===== src/tsg_pkg.sv =====
// Constants and types for the trigger source gate select block.
//
// Contract
// - Trigger logic acts only in burst, FSK and sweep modes; four source kinds.
// - Gated burst and FSK use the selected input as a level gate.
// - When gating, the edge-polarity setting is ignored entirely.
// - Front-panel input triggers on rising or falling edge per option.
// - Backplane lines act like front panel, with inverted electrical polarity.
// - Any of eight backplane lines, zero through seven, may be selected.
// - Reset selects the internal always-true source; selection is volatile.
// - Internal source runs bursts or sweeps continuously when enabled.
// - Combined output-configuration command forces internal source.
// - Front-panel source gives exactly one burst or sweep per qualifying edge.
// - Bus trigger starts one counted burst or sweep; no effect on gating.
// - Wait command stalls later commands until the burst or sweep completes.
// - Completion after operation-complete sets event bit 0 or queues reply 1.
// - FSK with internal or bus source takes its control from front panel.
// - Edge and source settings are readable back.
package tsg_pkg;

  // ==========================================================================
  // Source and mode encodings.
  typedef enum logic [1:0] {
    TSG_SRC_INT  = 2'h0,
    TSG_SRC_EXT  = 2'h1,
    TSG_SRC_BUS  = 2'h2,
    TSG_SRC_BPL  = 2'h3
  } tsg_src_e;

  typedef enum logic [1:0] {
    TSG_MODE_OFF    = 2'h0,
    TSG_MODE_BURST  = 2'h1,
    TSG_MODE_GATED  = 2'h2,
    TSG_MODE_SWEEP  = 2'h3
  } tsg_mode_e;

  typedef logic [2:0] tsg_line_t;

  // ==========================================================================
  // Fixed widths, reset values and timing.
  localparam int        TSG_NUM_LINES   = 8;
  localparam tsg_line_t TSG_LINE_RST    = 3'h0;
  localparam logic      TSG_FALL_RST    = 1'h0;
  localparam logic      TSG_FSK_RST     = 1'h0;
  localparam int        TSG_CLK_NS      = 10;
  localparam int        TSG_MIN_PER_NS  = 2000;
  localparam int        TSG_MIN_PER_CYC = (TSG_MIN_PER_NS + TSG_CLK_NS - 1)
                                          / TSG_CLK_NS;
  localparam logic      TSG_OPC_REPLY   = 1'h1;
  localparam int        TSG_OPC_BIT     = 0;

endpackage : tsg_pkg


===== src/tsg_trigger_gate.sv =====
// Trigger source selection, edge qualification and gating.
`timescale 1ns/100ps
module tsg_trigger_gate
  import tsg_pkg::*;
(
  input  wire logic               clk_i,
  input  wire logic               rst_n_i,
  input  wire logic               front_trig_i,
  input  wire logic [7:0]         backplane_trig_i,
  input  wire logic               src_wr_i,
  input  wire tsg_pkg::tsg_src_e  src_i,
  input  wire tsg_pkg::tsg_line_t line_i,
  input  wire logic               slope_wr_i,
  input  wire logic               falling_edge_option_i,
  input  wire logic               combined_output_config_command_i,
  input  wire tsg_pkg::tsg_mode_e mode_i,
  input  wire logic               fsk_en_i,
  input  wire logic               bus_trig_i,
  input  wire logic               run_done_i,
  input  wire logic               wait_cmd_i,
  input  wire logic               opc_cmd_i,
  input  wire logic               opc_query_i,
  output logic                    run_start_o,
  output logic                    run_busy_o,
  output logic                    burst_gate_o,
  output logic                    fsk_hop_o,
  output logic                    cmd_stall_o,
  output logic                    opc_event_o,
  output logic                    opc_reply_valid_o,
  output logic                    opc_reply_o,
  output tsg_pkg::tsg_src_e       trigger_source_select_o,
  output tsg_pkg::tsg_line_t      line_sel_o,
  output logic                    falling_edge_sel_o
);

  import tsg_pkg::*;

  typedef enum logic [1:0] {
    TSG_ST_IDLE = 2'h1,
    TSG_ST_RUN  = 2'h2
  } tsg_st_e;

  // ==========================================================================
  // Synchronisers.
  logic [8:0] raw_in;
  logic [8:0] sync_in;
  logic       front_s;
  logic       bpl_s;
  logic       sel_s_r;

  assign raw_in = {backplane_trig_i, front_trig_i};

  tsg_sync #(.W(9)) u_sync (
    .clk_i   (clk_i),
    .rst_n_i (rst_n_i),
    .async_i (raw_in),
    .sync_o  (sync_in)
  );

  assign front_s = sync_in[0];
  assign bpl_s   = sync_in[1 + line_sel_o];

  // ==========================================================================
  // Settings storage.
  always_ff @(posedge clk_i) begin
    if (!rst_n_i) begin
      trigger_source_select_o <= TSG_SRC_INT;
      line_sel_o              <= TSG_LINE_RST;
    end else if (combined_output_config_command_i) begin
      trigger_source_select_o <= TSG_SRC_INT;
    end else if (src_wr_i) begin
      trigger_source_select_o <= src_i;
      line_sel_o              <= line_i;
    end
  end

  always_ff @(posedge clk_i) begin
    if (!rst_n_i) begin
      falling_edge_sel_o <= TSG_FALL_RST;
    end else if (slope_wr_i) begin
      falling_edge_sel_o <= falling_edge_option_i;
    end
  end

  // ==========================================================================
  // Logical trigger level: backplane lines are ground-true, so inverted.
  logic trig_lvl;
  logic counted;
  logic edge_hit;
  logic trig_evt;

  function automatic logic edge_ok(input logic now, input logic prev,
                                   input logic fall);
    edge_ok = fall ? (prev & ~now) : (~prev & now);
  endfunction : edge_ok

  always_comb begin
    if (trigger_source_select_o == TSG_SRC_BPL) begin
      trig_lvl = ~bpl_s;
    end else begin
      trig_lvl = front_s;
    end
  end

  always_ff @(posedge clk_i) begin
    if (!rst_n_i) begin
      sel_s_r <= 1'h0;
    end else begin
      sel_s_r <= trig_lvl;
    end
  end

  assign counted  = (mode_i == TSG_MODE_BURST) || (mode_i == TSG_MODE_SWEEP);
  assign edge_hit = edge_ok(trig_lvl, sel_s_r, falling_edge_sel_o);

  always_comb begin
    trig_evt = 1'b0;
    if (counted && !fsk_en_i) begin
      case (trigger_source_select_o)
        TSG_SRC_INT: trig_evt = 1'b1;
        TSG_SRC_EXT: trig_evt = edge_hit;
        TSG_SRC_BPL: trig_evt = edge_hit;
        TSG_SRC_BUS: trig_evt = bus_trig_i;
        default:     trig_evt = 1'b0;
      endcase
    end
  end

  // ==========================================================================
  // Gating ignores the slope; internal and bus sources use the front panel.
  logic gate_lvl;

  assign gate_lvl = (trigger_source_select_o == TSG_SRC_BPL)
                    ? ~bpl_s : front_s;

  always_ff @(posedge clk_i) begin
    if (!rst_n_i) begin
      burst_gate_o <= 1'h0;
      fsk_hop_o    <= TSG_FSK_RST;
    end else begin
      burst_gate_o <= (mode_i == TSG_MODE_GATED) && !fsk_en_i
                      && gate_lvl;
      fsk_hop_o    <= fsk_en_i && gate_lvl;
    end
  end

  // ==========================================================================
  // Run sequencer.
  tsg_st_e st_r;

  always_ff @(posedge clk_i) begin
    if (!rst_n_i) begin
      st_r <= TSG_ST_IDLE;
    end else begin
      case (st_r)
        TSG_ST_IDLE: if (trig_evt) begin
          st_r <= TSG_ST_RUN;
        end
        TSG_ST_RUN: if (run_done_i) begin
          st_r <= TSG_ST_IDLE;
        end
        default: st_r <= TSG_ST_IDLE;
      endcase
    end
  end

  assign run_start_o = (st_r == TSG_ST_IDLE) && trig_evt;
  assign run_busy_o  = (st_r == TSG_ST_RUN);

  // ==========================================================================
  // Synchronisation commands.
  logic wait_r;
  logic opc_arm_r;
  logic opcq_arm_r;
  logic done_now;

  assign done_now = run_busy_o && run_done_i;

  always_ff @(posedge clk_i) begin
    if (!rst_n_i) begin
      wait_r <= 1'h0;
    end else if (wait_cmd_i && (run_busy_o || run_start_o) && !done_now) begin
      wait_r <= 1'h1;
    end else if (done_now) begin
      wait_r <= 1'h0;
    end
  end

  assign cmd_stall_o = wait_r;

  always_ff @(posedge clk_i) begin
    if (!rst_n_i) begin
      opc_arm_r         <= 1'h0;
      opcq_arm_r        <= 1'h0;
      opc_event_o       <= 1'h0;
      opc_reply_valid_o <= 1'h0;
      opc_reply_o       <= 1'h0;
    end else begin
      opc_event_o       <= 1'h0;
      opc_reply_valid_o <= 1'h0;
      if (done_now && (opc_arm_r || opc_cmd_i)) begin
        opc_event_o <= 1'h1;
        opc_arm_r   <= 1'h0;
      end else if (opc_cmd_i) begin
        opc_arm_r <= 1'h1;
      end
      if (done_now && (opcq_arm_r || opc_query_i)) begin
        opc_reply_valid_o <= 1'h1;
        opc_reply_o       <= TSG_OPC_REPLY;
        opcq_arm_r        <= 1'h0;
      end else if (opc_query_i) begin
        opcq_arm_r <= 1'h1;
      end
    end
  end
endmodule : tsg_trigger_gate


===== src/tsg_sync.sv =====
// Two-stage synchroniser for a vector of asynchronous inputs.
`timescale 1ns/100ps
module tsg_sync #(
  parameter int W = 1
) (
  input  wire logic         clk_i,
  input  wire logic         rst_n_i,
  input  wire logic [W-1:0] async_i,
  output logic      [W-1:0] sync_o
);

  logic [W-1:0] meta_r;

  // Stage one is read only by stage two.
  always_ff @(posedge clk_i) begin
    if (!rst_n_i) begin
      meta_r <= '0;
      sync_o <= '0;
    end else begin
      meta_r <= async_i;
      sync_o <= meta_r;
    end
  end

endmodule : tsg_sync


===== config.mk =====
export PLATFORM = sky130hd
export DESIGN_NAME = tsg_trigger_gate
export DESIGN_NICKNAME = d
export VERILOG_FILES = /design/src/tsg_pkg.sv /design/src/tsg_trigger_gate.sv /design/src/tsg_sync.sv
export SDC_FILE = /design/constraint.sdc
export NUM_CORES = 1
export LEC_CHECK = 0
export BUFFER_PORTS_ARGS = -buffer_cell sky130_fd_sc_hd__buf_2
export CAP_MARGIN = 20
export CORE_MARGIN = 1.5
export CORE_UTILIZATION = 55
export CTS_BUF_LIST = sky130_fd_sc_hd__clkbuf_8
export DETAILED_ROUTE_END_ITERATION = 12
export PLACE_DENSITY_LB_ADDON = 0.25
export SYNTH_ARGS = -nofsm -noshare
export SYNTH_HDL_FRONTEND = slang
export SYNTH_SLANG_ARGS = --single-unit

===== constraint.sdc =====
create_clock -name clk_i -period 6 [get_ports clk_i]
set_input_delay 0.3 -clock clk_i [delete_from_list [all_inputs] [get_ports clk_i]]
set_output_delay 0.3 -clock clk_i [all_outputs]
set_load 0.005 [all_outputs]

== Word-level counts from Yosys, hierarchy flattened ==
Index checks and enable logic that the tools add are counted.
W data, S select, Z words.
Operators by class
  add/subtract/negate cells: 1
  order comparisons: 1
  eq/ne operators: 10
  mux-type cells: 13
  bitwise gates (word level): 7
  reduce and logical (&&, ||, !) cells: 24
Operator list (count)
  $eq A2 B2 Y1 const B: 5
  $logic_and A1 B1 Y1: 10
  $mux W1: 8
  $reduce_or A2 Y1: 4
  $eq A2 B1 Y1 const B: 3
  $lt A4 B5 Y1 const B: 1
  $not A1 Y1: 5
  $add A1 B3 Y4 const A: 1
  $bmux W1 S4: 1
  $logic_or A1 B1 Y1: 4
  $mux W2: 2
  $ne A2 B2 Y1 const B: 2
  $pmux W2 S2: 1
  $reduce_and A2 Y1: 2
  $pmux W1 S3: 1
  $and A1 B1 Y1: 2
  $logic_not A1 Y1: 2
  $logic_not A2 Y1: 1
  $reduce_bool A2 Y1: 1
Storage, ports and cells
  register bits: 35
  bits of input ports: 28
  output and inout port bits: 14
  word-level logic and storage cells: 71

== Logic depth before layout (Yosys ltp) ==
  depth after elaboration: 15
  mapped depth: 6
  mapped depth without buffers: 6

== Cells and area by module ==
From an unflattened synthesis, not the netlist that was laid out.
Second synthesis, totals
  cell total of the unflattened synthesis: 117
  area total of the unflattened synthesis: 1283.7 um^2
By module, submodules not included
  tsg_trigger_gate: times used 1, cells each 80, area an instance 782.0 um^2, seq. area each 340.3 um^2
  tsg_sync: times used 1, cells each 37, area an instance 501.7 um^2, seq. area each 360.3 um^2

== Worst setup path after synthesis ==
No wires, ideal clock.
  kind: flip-flop to output port
  start: reg line_sel_o[0]
  end: out run_start_o
  arrival time: 1885 ps
  required time: 5700 ps
  slack: 3815 ps
  stages on the path, launching flop included: 7
  path buffers: 0
  cells stage by stage: dfxtp_1 > ha_1 > mux4_2 > or4b_1 > o31a_1 > o211a_1 > nor2b_1
On the way
  longest elaborated chain between the ends: 11
  elaborated cells on any way between the ends: 12
  classes of those cells: add/sub (1); mux (6); bitwise (4); reduce/logical (1)
RTL lines
  start: declaration: line tsg_trigger_gate.sv:32  | output tsg_pkg::tsg_line_t line_sel_o,
  start signal: assignment: line tsg_trigger_gate.sv:73  | line_sel_o <= line_i;
  $add A1 B3 Y4 *: line tsg_trigger_gate.sv:61  | assign bpl_s = sync_in[1 + line_sel_o];
  $bmux W1 S4 *: line tsg_trigger_gate.sv:61
  $mux W1 (not written as such) *: line tsg_trigger_gate.sv:61
  $not A1 Y1 *: line tsg_trigger_gate.sv:99  | trig_lvl = ~bpl_s;
  $mux W1 *: line tsg_trigger_gate.sv:98  | if (trigger_source_select_o == TSG_SRC_BPL) begin
  $not A1 Y1: line tsg_trigger_gate.sv:94  | edge_ok = fall ? (prev & ~now) : (~prev & now);
  $and A1 B1 Y1: line tsg_trigger_gate.sv:94
  $mux W1 *: line tsg_trigger_gate.sv:94
  $pmux W1 S3 *: line tsg_trigger_gate.sv:119  | case (trigger_source_select_o)
  $mux W1 *: line tsg_trigger_gate.sv:118  | if (counted && !fsk_en_i) begin
  $logic_and A1 B1 Y1 *: line tsg_trigger_gate.sv:167  | assign run_start_o = (st_r == TSG_ST_IDLE) && trig_evt;
  end: declaration: line tsg_trigger_gate.sv:23  | output logic run_start_o,
Mark *: on every way between the ends. The rest lies on a longest branch, timed or not. The select of a mux whose other input is x is not followed.

== Worst setup path in the final report ==
Same ends and word-level chain as after synthesis.

==> results.md <==
* Crit-path cells: ha_1, mux4_2, or4b_1, o31a_1, o211a_1, nor2b_1, buf_2
* Post-detail-place hpwl at around 1500 um
* Critical Path Max Stage Delay at 0.54 ns
* Fmax at ~370 MHz
* First-pass GRT wire length at about 3500 um
* Worst Clk Skew at around 0.0048 ns
* Vias in the first global route at a little under 900
* Worst-Skew Late Latency at 0.28 ns
* Yosys reg bits at 35
* CP required at approximately 5.7 ns
* Register-to-Register Path Depth at 6
* VDD IR max at 0.000225 V
* Post-Layout Inst Area at between 1500 and 2000 um2
* Largest net degree at the start of global routing at 32
* Mapped Cells at 121
* Num CTS Buffers at 5
* Rows at 17
* CP Capture Type: output port
* Max-cap violations at 0
* Seq/Total Area, Yosys at 0.546
* Share of cells above drive strength 1 at 0.307
* Slew HR at 0.734
* Final setup TNS at 0 ns
* Die ar. at roughly 2600 um2
* Final core occ at 0.723
* Final wirelength at between 2000 and 2500 um
* Clock Tree Buf Depth at 2
* Vias/cell at 5.03
* Final slew viol count at 0
* Remaining global-route overflow at 0
* Setup Slack @ Placement at roughly 3.6 ns
* N_diodes at 0
* Worst-margin pin slew at ~0.4 ns
* Min Tclk post-route at between 2 and 3 ns
* Gp weighted congestion at 0.869
* Post-DP Area at ~1500 um2
* PwrDens at about 280 nW/um2
* Reg2Reg Launch Point: line_sel_o[0]$_SDFFE_PN0P_
* Final #Nets at approximately 200
* Worst-path fanout max at 7
* Initial antenna violation count at 0
* Vias at between 900 and 1000
* Die Span Y at 51.3 um
* P_leak at between 0.7 and 0.8 nW
* Syn. warnings at 0
* Worst setup margin at approximately 3.3 ns
* HP Class: in2reg
* I/O Buffers at a little over 40
* Total global-route track usage at 0.186
* Starting density of the core at 0.580
* Crit path kind: reg2out
* CTS tree: done
* Worst Setup SP: line_sel_o[0]$_SDFFE_PN0P_
* Setup repair bufs after CTS at 0
* I/O pins at 42
* Reg2Reg Setup Slack at about 3.8 ns
* Area delta synth->final at 24.7%
* Hold slack at 0.223 ns
* CP max stage cell: or4b_1
* Net Count, Synth at 150
* Iteration-0 DRC Markers at 6
* Crit path launch type: register
* Clock slew at reported path FFs at ~0.060 ns
* Htree depth at 2
* Worst hold stages at 2
* DR WL/cell at approximately 11 um
* Critical path arrival at ~2.4 ns
* Synthesized area at 1280 um2
* DR pass1 iterations at 4
* Post_cts resized at 0
* Distinct cells, synth at 31
* Commonest non-fill, non-tap cells in the layout: buf_2 (41), dfxtp_1 (35), and2_1 (20), nor2_1 (12), nor2b_1 (7)
* Outcome: finished, final reports clean
* Clock sinks at 35
* Worst hold start: front_trig_i
* Antenna Violating Nets Remaining at 0
* Synth top area share at 0.546
* Hold Path Sink: u_sync.meta_r[0]$_SDFF_PN0_
* Worst r2r dst: st_r[0]$_SDFFE_PN1P_
* Hold Buf Count CTS at 0
* Final setup viols at 0
* DRC viols at 0
* Syn_area_per_cell at between 10 and 15 um2
* Top cells by area, synth: dfxtp_1 (55%), and2_1 (9.7%), mux2i_1 (4.7%), nor2_1 (3.5%), nor2b_1 (3.4%)
* Period utilization at 0.447
* RSZ-0062 raised after global routing: no
* Commonest non-fill, non-tap cell in the layout: buf_2
* Die X at 51.3 um
* Core area at approximately 2200 um2
* Fill cell count at around 170
* Dominant cell type by area after synthesis: dfxtp_1
* Root buf cell: clkbuf_8
* Final number of hold-violating endpoints at 0
==> critical path: cells and delay by family (launching register included) <==
| kind | cells | cell delay (ns) |
|---|---|---|
| simple gates | 2 | 0.65 |
| flops | 1 | 0.46 |
| fa+ha+maj | 1 | 0.31 |
| mux | 1 | 0.30 |
| compound gates | 2 | 0.27 |
| buf+inv | 1 | 0.11 |
==> cell usage after synthesis (all sizes together) <==
cell type	n
nand2	5
dfxtp	35
and3b	1
nand3b	2
mux2i	6
nor2b	7
xnor2	1
mux4	2
or4b	2
nand3	3
a41oi	1
a21boi	1
o211ai	2
o31a	1
nand4bb	1
or4bb	1
o21a	1
nand2b	2
a21oi	4
nor2	12
and2	20
clkbuf	3
a21o	1
or2	1
ha	1
o21ai	2
and3	2
o211a	1
==> sequential cells by signal, summed over array words and instances (netlist names), 2 cells and up <==
name and count:
line_sel_o 3, st_r 2, trigger_source_select_o 2, u_sync.meta_r 9, u_sync.sync_o 9
==> per-stage QoR <==
step	power [mW]	instances
finish	0.446	194
detailed placement	0.287	187
CTS	0.450	194
global placement	0.285	187
global route	0.469	194
floorplan	0.271	121
==> how the worst max path moves through the flow <==
stage | to | depth (start not counted)
floorplan | run_start_o | 6
detailed placement | run_start_o | 7
global placement | run_start_o | 7
finish | run_start_o | 7
global route | run_start_o | 7
CTS | run_start_o | 7
==> area by class of cell <==
class                      instances  area [um2]  share of cell area
clock inverter                     1        5.00             0.00313
timing repair buffer              41         205               0.128
clock buffer                       6        82.6              0.0516
tap                               28        35.0              0.0219
sequential                        35         701               0.438
multi-input combinational         83         572               0.357
==> power breakdown <==
group | total (mW) | internal [mW] | leakage (nW) | switching, mW
combinational | 0.0342 | 0.0200 | 0.414 | 0.0142
sequential | 0.247 | 0.242 | 0.288 | 0.00480
clock | 0.165 | 0.0898 | 0.0470 | 0.0749
total | 0.446 | 0.352 | 0.749 | 0.0940
==> cells by family (layout without fill, tap and decap cells) <==
| kind of cell | after synthesis | after routing | share of synthesized area |
|---|---|---|---|
| xor+xnor | 1 | 1 | 0.00682 |
| flops | 35 | 35 | 0.546 |
| fa+ha+maj | 1 | 1 | 0.00975 |
| buf+inv | 3 | 48 | 0.00877 |
| compound gates | 14 | 14 | 0.0741 |
| simple gates | 59 | 59 | 0.270 |
| mux | 8 | 8 | 0.0848 |
==> metal layers <==
layer / GRT usage / wire length (um)
met5: 0 / 0
met4: 0.118 / 39
met3: 0.0789 / 142
met2: 0.310 / 1010
met1: 0.191 / 854
No activity file was read; power rests on OpenSTA's default activity.
